`config.mk`:
```
export PLATFORM = sky130hd
export DESIGN_NAME = bst_tap
export DESIGN_NICKNAME = d
export VERILOG_FILES = /design/src/bst_tap.v
export VERILOG_INCLUDE_DIRS = /design/src
export SDC_FILE = /design/constraint.sdc
export NUM_CORES = 1
export LEC_CHECK = 0
export BUFFER_PORTS_ARGS = -buffer_cell sky130_fd_sc_hd__buf_2
export CORE_MARGIN = 10
export CORE_UTILIZATION = 35
export CTS_BUF_LIST = sky130_fd_sc_hd__clkbuf_4 sky130_fd_sc_hd__clkbuf_8 sky130_fd_sc_hd__clkbuf_16
export DETAILED_ROUTE_END_ITERATION = 16
export PLACE_DENSITY = 0.6
export SLEW_MARGIN = 5
export SYNTH_ARGS = -nofsm -noshare
export SYNTH_HDL_FRONTEND = slang
export SYNTH_SLANG_ARGS = --single-unit
```
`constraint.sdc`:
```
create_clock -name clock -period 4.7 [get_ports clock]
set_input_delay 0.94 -clock clock [delete_from_list [all_inputs] [get_ports clock]]
set_output_delay 0.94 -clock clock [all_outputs]
set_load 0.02 [all_outputs]
```
`src/bst_tap_defs.vh`:
```
/*
  Constants for the boundary-scan test access port: state codes, instruction
  encodings, register lengths and identification field layout.
  Assumes inclusion by the port logic and its bench; definitions only.
*/
`ifndef BST_TAP_DEFS_VH
`define BST_TAP_DEFS_VH

// ----------------------------------------
// Register lengths
// ----------------------------------------
`define BST_IR_W 3
`define BST_ID_W 32
`define BST_BSR_W 109
`define BST_RESET_HIGHS 5

// ----------------------------------------
// Instruction codes
// ----------------------------------------
`define BST_OP_EXTEST 3'h0
`define BST_OP_IDCODE 3'h1
`define BST_OP_SAMPLE 3'h2
`define BST_OP_BYPASS 3'h7
`define BST_IR_CAPTURE 3'h1

// ----------------------------------------
// Controller states
// ----------------------------------------
`define BST_S_RESET 4'h0
`define BST_S_IDLE 4'h1
`define BST_S_SELDR 4'h2
`define BST_S_CAPDR 4'h3
`define BST_S_SHDR 4'h4
`define BST_S_EX1DR 4'h5
`define BST_S_PAUSEDR 4'h6
`define BST_S_EX2DR 4'h7
`define BST_S_UPDDR 4'h8
`define BST_S_SELIR 4'h9
`define BST_S_CAPIR 4'ha
`define BST_S_SHIR 4'hb
`define BST_S_EX1IR 4'hc
`define BST_S_PAUSEIR 4'hd
`define BST_S_EX2IR 4'he
`define BST_S_UPDIR 4'hf

// ----------------------------------------
// Identification fields (values arbitrary)
// ----------------------------------------
`define BST_ID_REV 4'h1
`define BST_ID_PART 16'h0abc
`define BST_ID_VENDOR 11'h055

`endif

```
`src/bst_tap.v`:
```
/*
  Boundary-scan test access port, clocked by the system clock, which
  oversamples the test clock pin and acts on its detected edges.
  Assumes the test clock is far slower than clock (at least 4 clocks per
  half period) and that pinRing carries the pad levels to be captured.
*/
// What this block does
// - Only the basic scan instruction subset
// - Sample on rising, drive out on falling
// - State and instruction select serial register
// - Five high mode-select edges reach reset
// - Power-up forces the reset state
// - Instruction loads only in instruction path
// - Identify instruction preloaded at reset
// - One-bit bypass register between data pins
// - Capture loads 32-bit identification code
// - Identification register shifts in shift-DR
// - Capture samples the pin ring
// - Boundary register shifts, selected by EXTEST and SAMPLE
// - Each boundary bit maps to fixed bump
// - Three-bit instruction register
// - Boundary register holds 109 cells
// - Identification code field layout
`timescale 1ns/10ps
`include "bst_tap_defs.vh"

module bst_tap #(
  parameter BSR_W = `BST_BSR_W,
  parameter [3:0] ID_REV = `BST_ID_REV,
  parameter [15:0] ID_PART = `BST_ID_PART,
  parameter [10:0] ID_VENDOR = `BST_ID_VENDOR
) (
  input wire clock,
  input wire rst_n,
  input wire testClk,
  input wire modeSel,
  input wire dataIn,
  input wire [BSR_W-1:0] pinRing,
  output reg dataOut_q,
  output reg dataOutEn_n_q,
  output wire [`BST_IR_W-1:0] activeInstr
);

  // ----------------------------------------
  // Controller state codes
  // ----------------------------------------
  localparam [3:0] S_RESET = `BST_S_RESET;
  localparam [3:0] S_IDLE = `BST_S_IDLE;
  localparam [3:0] S_SELDR = `BST_S_SELDR;
  localparam [3:0] S_CAPDR = `BST_S_CAPDR;
  localparam [3:0] S_SHDR = `BST_S_SHDR;
  localparam [3:0] S_EX1DR = `BST_S_EX1DR;
  localparam [3:0] S_PAUSEDR = `BST_S_PAUSEDR;
  localparam [3:0] S_EX2DR = `BST_S_EX2DR;
  localparam [3:0] S_UPDDR = `BST_S_UPDDR;
  localparam [3:0] S_SELIR = `BST_S_SELIR;
  localparam [3:0] S_CAPIR = `BST_S_CAPIR;
  localparam [3:0] S_SHIR = `BST_S_SHIR;
  localparam [3:0] S_EX1IR = `BST_S_EX1IR;
  localparam [3:0] S_PAUSEIR = `BST_S_PAUSEIR;
  localparam [3:0] S_EX2IR = `BST_S_EX2IR;
  localparam [3:0] S_UPDIR = `BST_S_UPDIR;

  // ----------------------------------------
  // Pin synchronisers
  // ----------------------------------------
  reg [2:0] tckSync_q;
  reg [2:0] tmsSync_q;
  reg [2:0] tdiSync_q;
  reg tckLevel_q;
  reg tmsLevel_q;
  reg tdiLevel_q;

  // A change counts only once stages two and three agree
  always @(posedge clock or negedge rst_n)
  begin
    if (!rst_n)
    begin
      tckSync_q <= 3'h0;
      tmsSync_q <= 3'h0;
      tdiSync_q <= 3'h0;
      tckLevel_q <= 1'b0;
      tmsLevel_q <= 1'b0;
      tdiLevel_q <= 1'b0;
    end
    else
    begin
      tckSync_q <= {tckSync_q[1:0], testClk};
      tmsSync_q <= {tmsSync_q[1:0], modeSel};
      tdiSync_q <= {tdiSync_q[1:0], dataIn};
      if (tckSync_q[1] == tckSync_q[2])
        tckLevel_q <= tckSync_q[2];
      if (tmsSync_q[1] == tmsSync_q[2])
        tmsLevel_q <= tmsSync_q[2];
      if (tdiSync_q[1] == tdiSync_q[2])
        tdiLevel_q <= tdiSync_q[2];
    end
  end

  wire tckRise = (tckSync_q[1] == tckSync_q[2]) && tckSync_q[2] && !tckLevel_q;
  wire tckFall = (tckSync_q[1] == tckSync_q[2]) && !tckSync_q[2] && tckLevel_q;
  wire tms = tmsLevel_q;
  wire tdi = tdiLevel_q;

  // Pad levels pass the same filter; a capture sees the ring a few clocks late
  wire [BSR_W-1:0] pinLevel;
  genvar gi;
  generate
    for (gi = 0; gi < BSR_W; gi = gi + 1)
    begin : g_pinSync
      reg [2:0] pinSync_q;
      reg pinLevel_q;
      always @(posedge clock or negedge rst_n)
      begin
        if (!rst_n)
        begin
          pinSync_q <= 3'h0;
          pinLevel_q <= 1'b0;
        end
        else
        begin
          pinSync_q <= {pinSync_q[1:0], pinRing[gi]};
          if (pinSync_q[1] == pinSync_q[2])
            pinLevel_q <= pinSync_q[2];
        end
      end
      assign pinLevel[gi] = pinLevel_q;
    end
  endgenerate

  // ----------------------------------------
  // Controller state machine
  // ----------------------------------------
  reg [3:0] state_q;
  reg [3:0] state_d;

  // Mode select is the only steering input
  always @*
  begin
    state_d = state_q;
    case (state_q)
      S_RESET: state_d = tms ? S_RESET : S_IDLE;
      S_IDLE: state_d = tms ? S_SELDR : S_IDLE;
      S_SELDR: state_d = tms ? S_SELIR : S_CAPDR;
      S_CAPDR: state_d = tms ? S_EX1DR : S_SHDR;
      S_SHDR: state_d = tms ? S_EX1DR : S_SHDR;
      S_EX1DR: state_d = tms ? S_UPDDR : S_PAUSEDR;
      S_PAUSEDR: state_d = tms ? S_EX2DR : S_PAUSEDR;
      S_EX2DR: state_d = tms ? S_UPDDR : S_SHDR;
      S_UPDDR: state_d = tms ? S_SELDR : S_IDLE;
      S_SELIR: state_d = tms ? S_RESET : S_CAPIR;
      S_CAPIR: state_d = tms ? S_EX1IR : S_SHIR;
      S_SHIR: state_d = tms ? S_EX1IR : S_SHIR;
      S_EX1IR: state_d = tms ? S_UPDIR : S_PAUSEIR;
      S_PAUSEIR: state_d = tms ? S_EX2IR : S_PAUSEIR;
      S_EX2IR: state_d = tms ? S_UPDIR : S_SHIR;
      S_UPDIR: state_d = tms ? S_SELDR : S_IDLE;
      default: state_d = S_RESET;
    endcase
  end

  // ----------------------------------------
  // Scan registers
  // ----------------------------------------
  // Bit 0 of each shift register sits next to the data output
  reg [`BST_IR_W-1:0] irShift_q;
  reg [`BST_IR_W-1:0] instr_q;
  reg bypass_q;
  reg [`BST_ID_W-1:0] idShift_q;
  reg [BSR_W-1:0] bsr_q;

  wire [`BST_ID_W-1:0] idCode = {ID_REV, ID_PART, ID_VENDOR, 1'b1};

  // Unknown codes fall back to bypass so a chain never breaks
  wire selId = (instr_q == `BST_OP_IDCODE);
  wire selBsr = (instr_q == `BST_OP_EXTEST) || (instr_q == `BST_OP_SAMPLE);
  wire selByp = !selId && !selBsr;

  assign activeInstr = instr_q;

  // Power-up reset puts the controller in reset with identify loaded
  always @(posedge clock or negedge rst_n)
  begin
    if (!rst_n)
    begin
      state_q <= S_RESET;
      instr_q <= `BST_OP_IDCODE;
      irShift_q <= `BST_IR_CAPTURE;
      bypass_q <= 1'b0;
      idShift_q <= {`BST_ID_W{1'b0}};
      bsr_q <= {BSR_W{1'b0}};
    end
    else if (tckRise)
    begin
      state_q <= state_d;
      // Identify takes effect on the very edge that enters reset
      if (state_d == S_RESET)
        instr_q <= `BST_OP_IDCODE;
      case (state_q)
        S_RESET: instr_q <= `BST_OP_IDCODE;
        S_CAPIR: irShift_q <= `BST_IR_CAPTURE;
        S_SHIR: irShift_q <= {tdi, irShift_q[`BST_IR_W-1:1]};
        S_UPDIR: instr_q <= irShift_q;
        S_CAPDR:
        begin
          bypass_q <= 1'b0;
          if (selId)
            idShift_q <= idCode;
          if (selBsr)
            bsr_q <= pinLevel;
        end
        S_SHDR:
        begin
          if (selByp)
            bypass_q <= tdi;
          if (selId)
            idShift_q <= {tdi, idShift_q[`BST_ID_W-1:1]};
          if (selBsr)
            bsr_q <= {tdi, bsr_q[BSR_W-1:1]};
        end
        default: bypass_q <= bypass_q;
      endcase
    end
  end

  // ----------------------------------------
  // Serial output, launched on the falling edge
  // ----------------------------------------
  reg tdoBit;
  always @*
  begin
    if (selId)
      tdoBit = idShift_q[0];
    else if (selBsr)
      tdoBit = bsr_q[0];
    else
      tdoBit = bypass_q;
    if (state_q == S_SHIR)
      tdoBit = irShift_q[0];
  end

  wire shifting = (state_q == S_SHIR) || (state_q == S_SHDR);

  always @(posedge clock or negedge rst_n)
  begin
    if (!rst_n)
    begin
      dataOut_q <= 1'b0;
      dataOutEn_n_q <= 1'b1;
    end
    else if (tckFall)
    begin
      dataOut_q <= tdoBit;
      dataOutEn_n_q <= !shifting;
    end
  end

endmodule // bst_tap

```
Word level (Yosys, flattened, before mapping)
Cells that the tools add are included.

Eq/ne operators: 134. Reduce and logical (&&, ||, !) cells: 26. Mux-type cells: 27.

Operator list (count): 109-bit two-way mux (2); 109-bit one-hot mux with 2 select lines (1); 1-bit == test (112); 32-bit two-way mux (2); 32-bit one-hot mux with 2 select lines (1); 4-bit one-hot mux with 12 select lines (1); 4-bit == test, second input constant (8); 4-bit by 3-bit == test with 1-bit output, second input constant (4); 4-bit two-way mux (4); 3-bit one-hot mux with 2 select lines (2); 2-bit != test, second input constant (5); 3-bit two-way mux (3); 4-bit by 2-bit == test with 1-bit output, second input constant (2); 4-bit logical NOT (2); 4-bit AND reduction (2); 1-bit two-way mux (7); 2-bit two-way mux (3); 1-bit logical AND (5); 1-bit logical NOT (5); 4-bit by 1-bit == test with 1-bit output, second input constant (1); 2-bit AND reduction (2); 2-bit nonzero test (2); 2-bit OR reduction (2); 3-bit by 1-bit == test with 1-bit output, second input constant (1); other kinds (7) (8).

Register bits after elaboration: 602. Bits of input ports: 114. Output and inout port bits: 5.

Logic depth before layout (Yosys ltp)
Depth after elaboration: 6. Depth in mapped cells: 7.

Worst setup path after synthesis
No wires, ideal clock.

Path type: reg-to-reg. From: register state_q[0]. To: register bsr_q[100]. Stages on the path, launching flop included: 8. Library setup time: 126 ps. Clock period less this slack: 1922 ps. Path buffers: 4. Arrival: 1796 ps. Path slack: 2778 ps. Cell sequence: dfrtp_1 -> clkbuf_1 -> or3b_4 -> a2111oi_4 -> buf_6 -> buf_6 -> buf_6 -> a31oi_1.

Cells in the longest elaborated chain, start to end: 3.

Ends and longest elaborated chain: from (decl) (line bst_tap.v:134) `reg [3:0] state_q;`; from (signal assigned) (line bst_tap.v:195) `state_q <= state_d;`; 4-bit by 2-bit == test with 1-bit output or 4-bit by 3-bit == test with 1-bit output (tied branches) (line bst_tap.v:199) `case (state_q)`; 2-bit != test (no source line) or 2-bit nonzero test (tied branches); 4-bit AND reduction (no source line); to (signal assigned) (line bst_tap.v:191) `bsr_q <= {BSR_W{1'b0}};`; to (signal assigned) (line bst_tap.v:210) `bsr_q <= pinLevel;`; to (signal assigned) (line bst_tap.v:219) `bsr_q <= {tdi, bsr_q[BSR_W-1:1]};`; to (decl) (line bst_tap.v:170) `reg [BSR_W-1:0] bsr_q;`.

Parallel ways exist; a longest one is shown, timed or not. A chain may end at the register's enable or synchronous reset.

Worst setup path after layout
From: register state_q[2]. To: register bsr_q[73].

The elaborated chain is that of the path after synthesis.

==> flow_metrics.env <==
export IMPL_cp_start_kind="register"
export IMPL_core_sq_um=55000
export IMPL_worst_hold_path_type="reg -> reg"
export IMPL_min_period_over_period_pct=56.3
export IMPL_yosys_warnings=0
export IMPL_viasPerCell=4.41
export IMPL_grt_total_usage_pct=10.0
export IMPL_fmax_ghz=0.378
export IMPL_worstHoldStart="g_pinSync[85].pinSync_q[0]"
export IMPL_cts_max_path_buffers=3
export IMPL_num_io_pins=119
export IMPL_status="finished, final reports clean"
export IMPL_post_cts_resized=0
export IMPL_dpl_cell_area_sq_um=20800
export IMPL_critPathKind="reg -> reg"
export IMPL_yosysUniqueCellTypes=42
export IMPL_hold_violations=0
export IMPL_dp_cells=2212
export IMPL_drive_above_1_share_pct=15.9
export IMPL_yosysSeqAreaShare_pct=77.6
export IMPL_synth_cells=1400
export IMPL_gp_congestion=0.746
export IMPL_finClkSkew_ns=0.0135
export IMPL_die_w_um=256
export IMPL_diodes=0
export IMPL_slew_headroom_pct=22.3
export IMPL_endpoint_kind="register"
export IMPL_remaining_drc_errors=0
export IMPL_synth_common_cells="dfrtp_1, nand2_1, nor2_1"
export IMPL_tightest_slew_ns=1.17
export IMPL_critPathArrivalTime_ns=3.08
export IMPL_hold_ws_ns=0.343
export IMPL_synth_most_common_cell="dfrtp_1"
export IMPL_wl_per_cell_um=13.7
export IMPL_antenna_found_initial=0
export IMPL_drt_first_pass_iters=5
export IMPL_cts_hold_buf=0
export IMPL_fin_area_sq_um=23000
export IMPL_cp_slowest_cell="buf_4"
export IMPL_synth_net_count=1516
export IMPL_min_path_cells=0
export IMPL_avgSynthCellArea_sq_um=13.9
export IMPL_dp_hpwl_um=19000
export IMPL_worstPathMaxFanout=88
export IMPL_first_iter_violations=626
export IMPL_critPathMaxStageDelay_ns=0.66
export IMPL_cts_made_buffers=60
export IMPL_nets=1642
export IMPL_holdPathEnd="g_pinSync[85].pinSync_q[1]"
export IMPL_p_leak_uw=0.0103
export IMPL_post_route_min_period_ns=2.65
export IMPL_numClockSinks=602
export IMPL_path_cells="or3b_4, a2111oi_4, buf_4, a31oi_1"
export IMPL_fin_cells=2324
export IMPL_ir_worst_vdd_mv=0.308
export IMPL_fillers=5051
export IMPL_async_reset_ff_share_pct=100
export IMPL_synth_largest_area_cell="dfrtp_1"
export IMPL_postCtsSetupBuffers=0
export IMPL_yosys_most_used_dff="dfrtp_1"
export IMPL_cap_violations=0
export IMPL_setup_viol=0
export IMPL_rr_startpoint="state_q[2]"
export IMPL_grt_pass1_vias=11000
export IMPL_p_per_area_nw_per_um2=555
export IMPL_area_delta_synth_final_pct=18.4
export IMPL_netlist_area_sq_um=19400
export IMPL_setup_tns_ns=0
export IMPL_final_util_pct=41.8
export IMPL_finalMaxSlewViolations=0
export IMPL_critical_path_buf_inv_count=1
export IMPL_initial_core_util_pct=35.3
export IMPL_port_buffers=118
export IMPL_grt_overflow_total=0
export IMPL_synthTopCellsByArea="dfrtp_1, maj3_1, nand2_1"
export IMPL_fp_dieH_um=256
export IMPL_synthDominantCellAreaShare_pct=77.2
export IMPL_ys_ff_latch=602
export IMPL_rsz0062_at_grt="no"
export IMPL_insertion_delay_ns=0.60
export IMPL_r2r_slack_ns=2.05
export IMPL_htree_levels=2
export IMPL_vias=10200
export IMPL_timing_rr_end="bsr_q[73]"
export IMPL_cts_tree="done"
export IMPL_synth_edf_count=0
export IMPL_critPathTopFamily="buffers and inverters"
export IMPL_cts_root_buf="clkbuf_16"
export IMPL_path_depth=4
export IMPL_grt_pass1_wl_um=55500
export IMPL_grt_max_degree=131
export IMPL_rr_worst_depth=4
export IMPL_critPathRequiredTime_ns=5.13
export IMPL_drt_total_wl_um=31900
export IMPL_dieArea_sq_um=65300
export IMPL_clk_pin_slew_ns=0.06
export IMPL_ant_nets=0
export IMPL_rows=86
==> layer usage <==
layer	share of wire [%]	track usage, %	up-vias	wire length [um]
li1	-	-	4930	-
met2	47	16.1	186	14900
met3	4.2	2.28	67	1330
met4	3.1	4.00	0	989
met1	46	13.0	5065	14700
met5	0	0	-	0
==> worst reg2reg max path, cell delays in order, from the launching register on <==
cell,delay (ns)
dfrtp_1,0.65
or3b_4,0.46
a2111oi_4,0.44
buf_4,0.66
a31oi_1,0.28
==> where the power goes <==
| part | internal, uW | total, uW | switching [uW] |
|---|---|---|---|
| Combinational | 495 | 1280 | 784 |
| Clock | 3250 | 5220 | 1970 |
| Sequential | 5850 | 6260 | 403 |
==> per-stage QoR <==
stage / worst slack (ns) / power (uW)
floorplan: 2.78 / 7180
global placement: 2.17 / 7600
detailed placement: 2.09 / 7680
CTS: 2.07 / 13000
global route: 1.83 / 13500
finish: 2.05 / 12800
==> registers in the layout, summed over array words and instances, names as in the netlist <==
| name | cells |
|---|---|
| activeInstr | 3 |
| bsr_q | 109 |
| bypass_q | 1 |
| dataOutEn_n_q | 1 |
| dataOut_q | 1 |
| g_pinSync.pinLevel_q | 109 |
| g_pinSync.pinSync_q | 327 |
| idShift_q | 32 |
| irShift_q | 3 |
| state_q | 4 |
| tckLevel_q | 1 |
| tckSync_q | 3 |
| tdi | 1 |
| tdiSync_q | 3 |
| tms | 1 |
| tmsSync_q | 3 |
==> kinds of logic (layout without fill, tap and decap cells) <==
| group | count (synthesis) | in the layout | share of synthesized area, % |
|---|---|---|---|
| AO/OA/AOI/OAI | 181 | 181 | 5.79 |
| buffers and inverters | 71 | 247 | 2.03 |
| adder cells (fa/ha/maj) | 113 | 113 | 5.85 |
| flip-flops | 602 | 602 | 77.6 |
| AND/OR/NAND/NOR | 432 | 432 | 8.69 |
| XOR/XNOR | 1 | 1 | 0.0451 |
==> layout make-up <==
cell class | instances | area (sq um) | share of cell area (%)
clock inverters | 35 | 523 | 2.27
well taps | 748 | 936 | 4.07
repair buffers | 130 | 766 | 3.33
flip-flops and latches | 602 | 15100 | 65.5
clock buffers | 77 | 1720 | 7.48
inverters | 5 | 18.8 | 0.0816
multi-input cells | 727 | 3970 | 17.2
==> worst max-delay path by stage <==
stage,from,endpoint,slack (ns)
2_1_floorplan,state_q[0],bsr_q[100],2.78
3_3_place_gp,state_q[2],bsr_q[47],2.17
3_5_place_dp,state_q[2],bsr_q[74],2.09
4_1_cts,state_q[2],bsr_q[62],2.07
5_1_grt,state_q[2],bsr_q[62],1.83
6_report,state_q[2],bsr_q[73],2.05
==> cell usage in the layout, fill, tap and decap left out, types with 7 or more instances in the layout <==
cell type   netlist  layout
a21oi_1          11      11
a31oi_1         111     111
buf_2            15     117
bufinv_16         0      12
clkbuf_16         0      62
clkbuf_8          0       9
clkinv_2          0      10
clkinvlp_4        0       7
dfrtp_1         599     599
maj3_1          111     111
nand2_1         281     281
nor2_1          129     129
o21ai_0          40      40
Power figures use the tool's default switching activity.
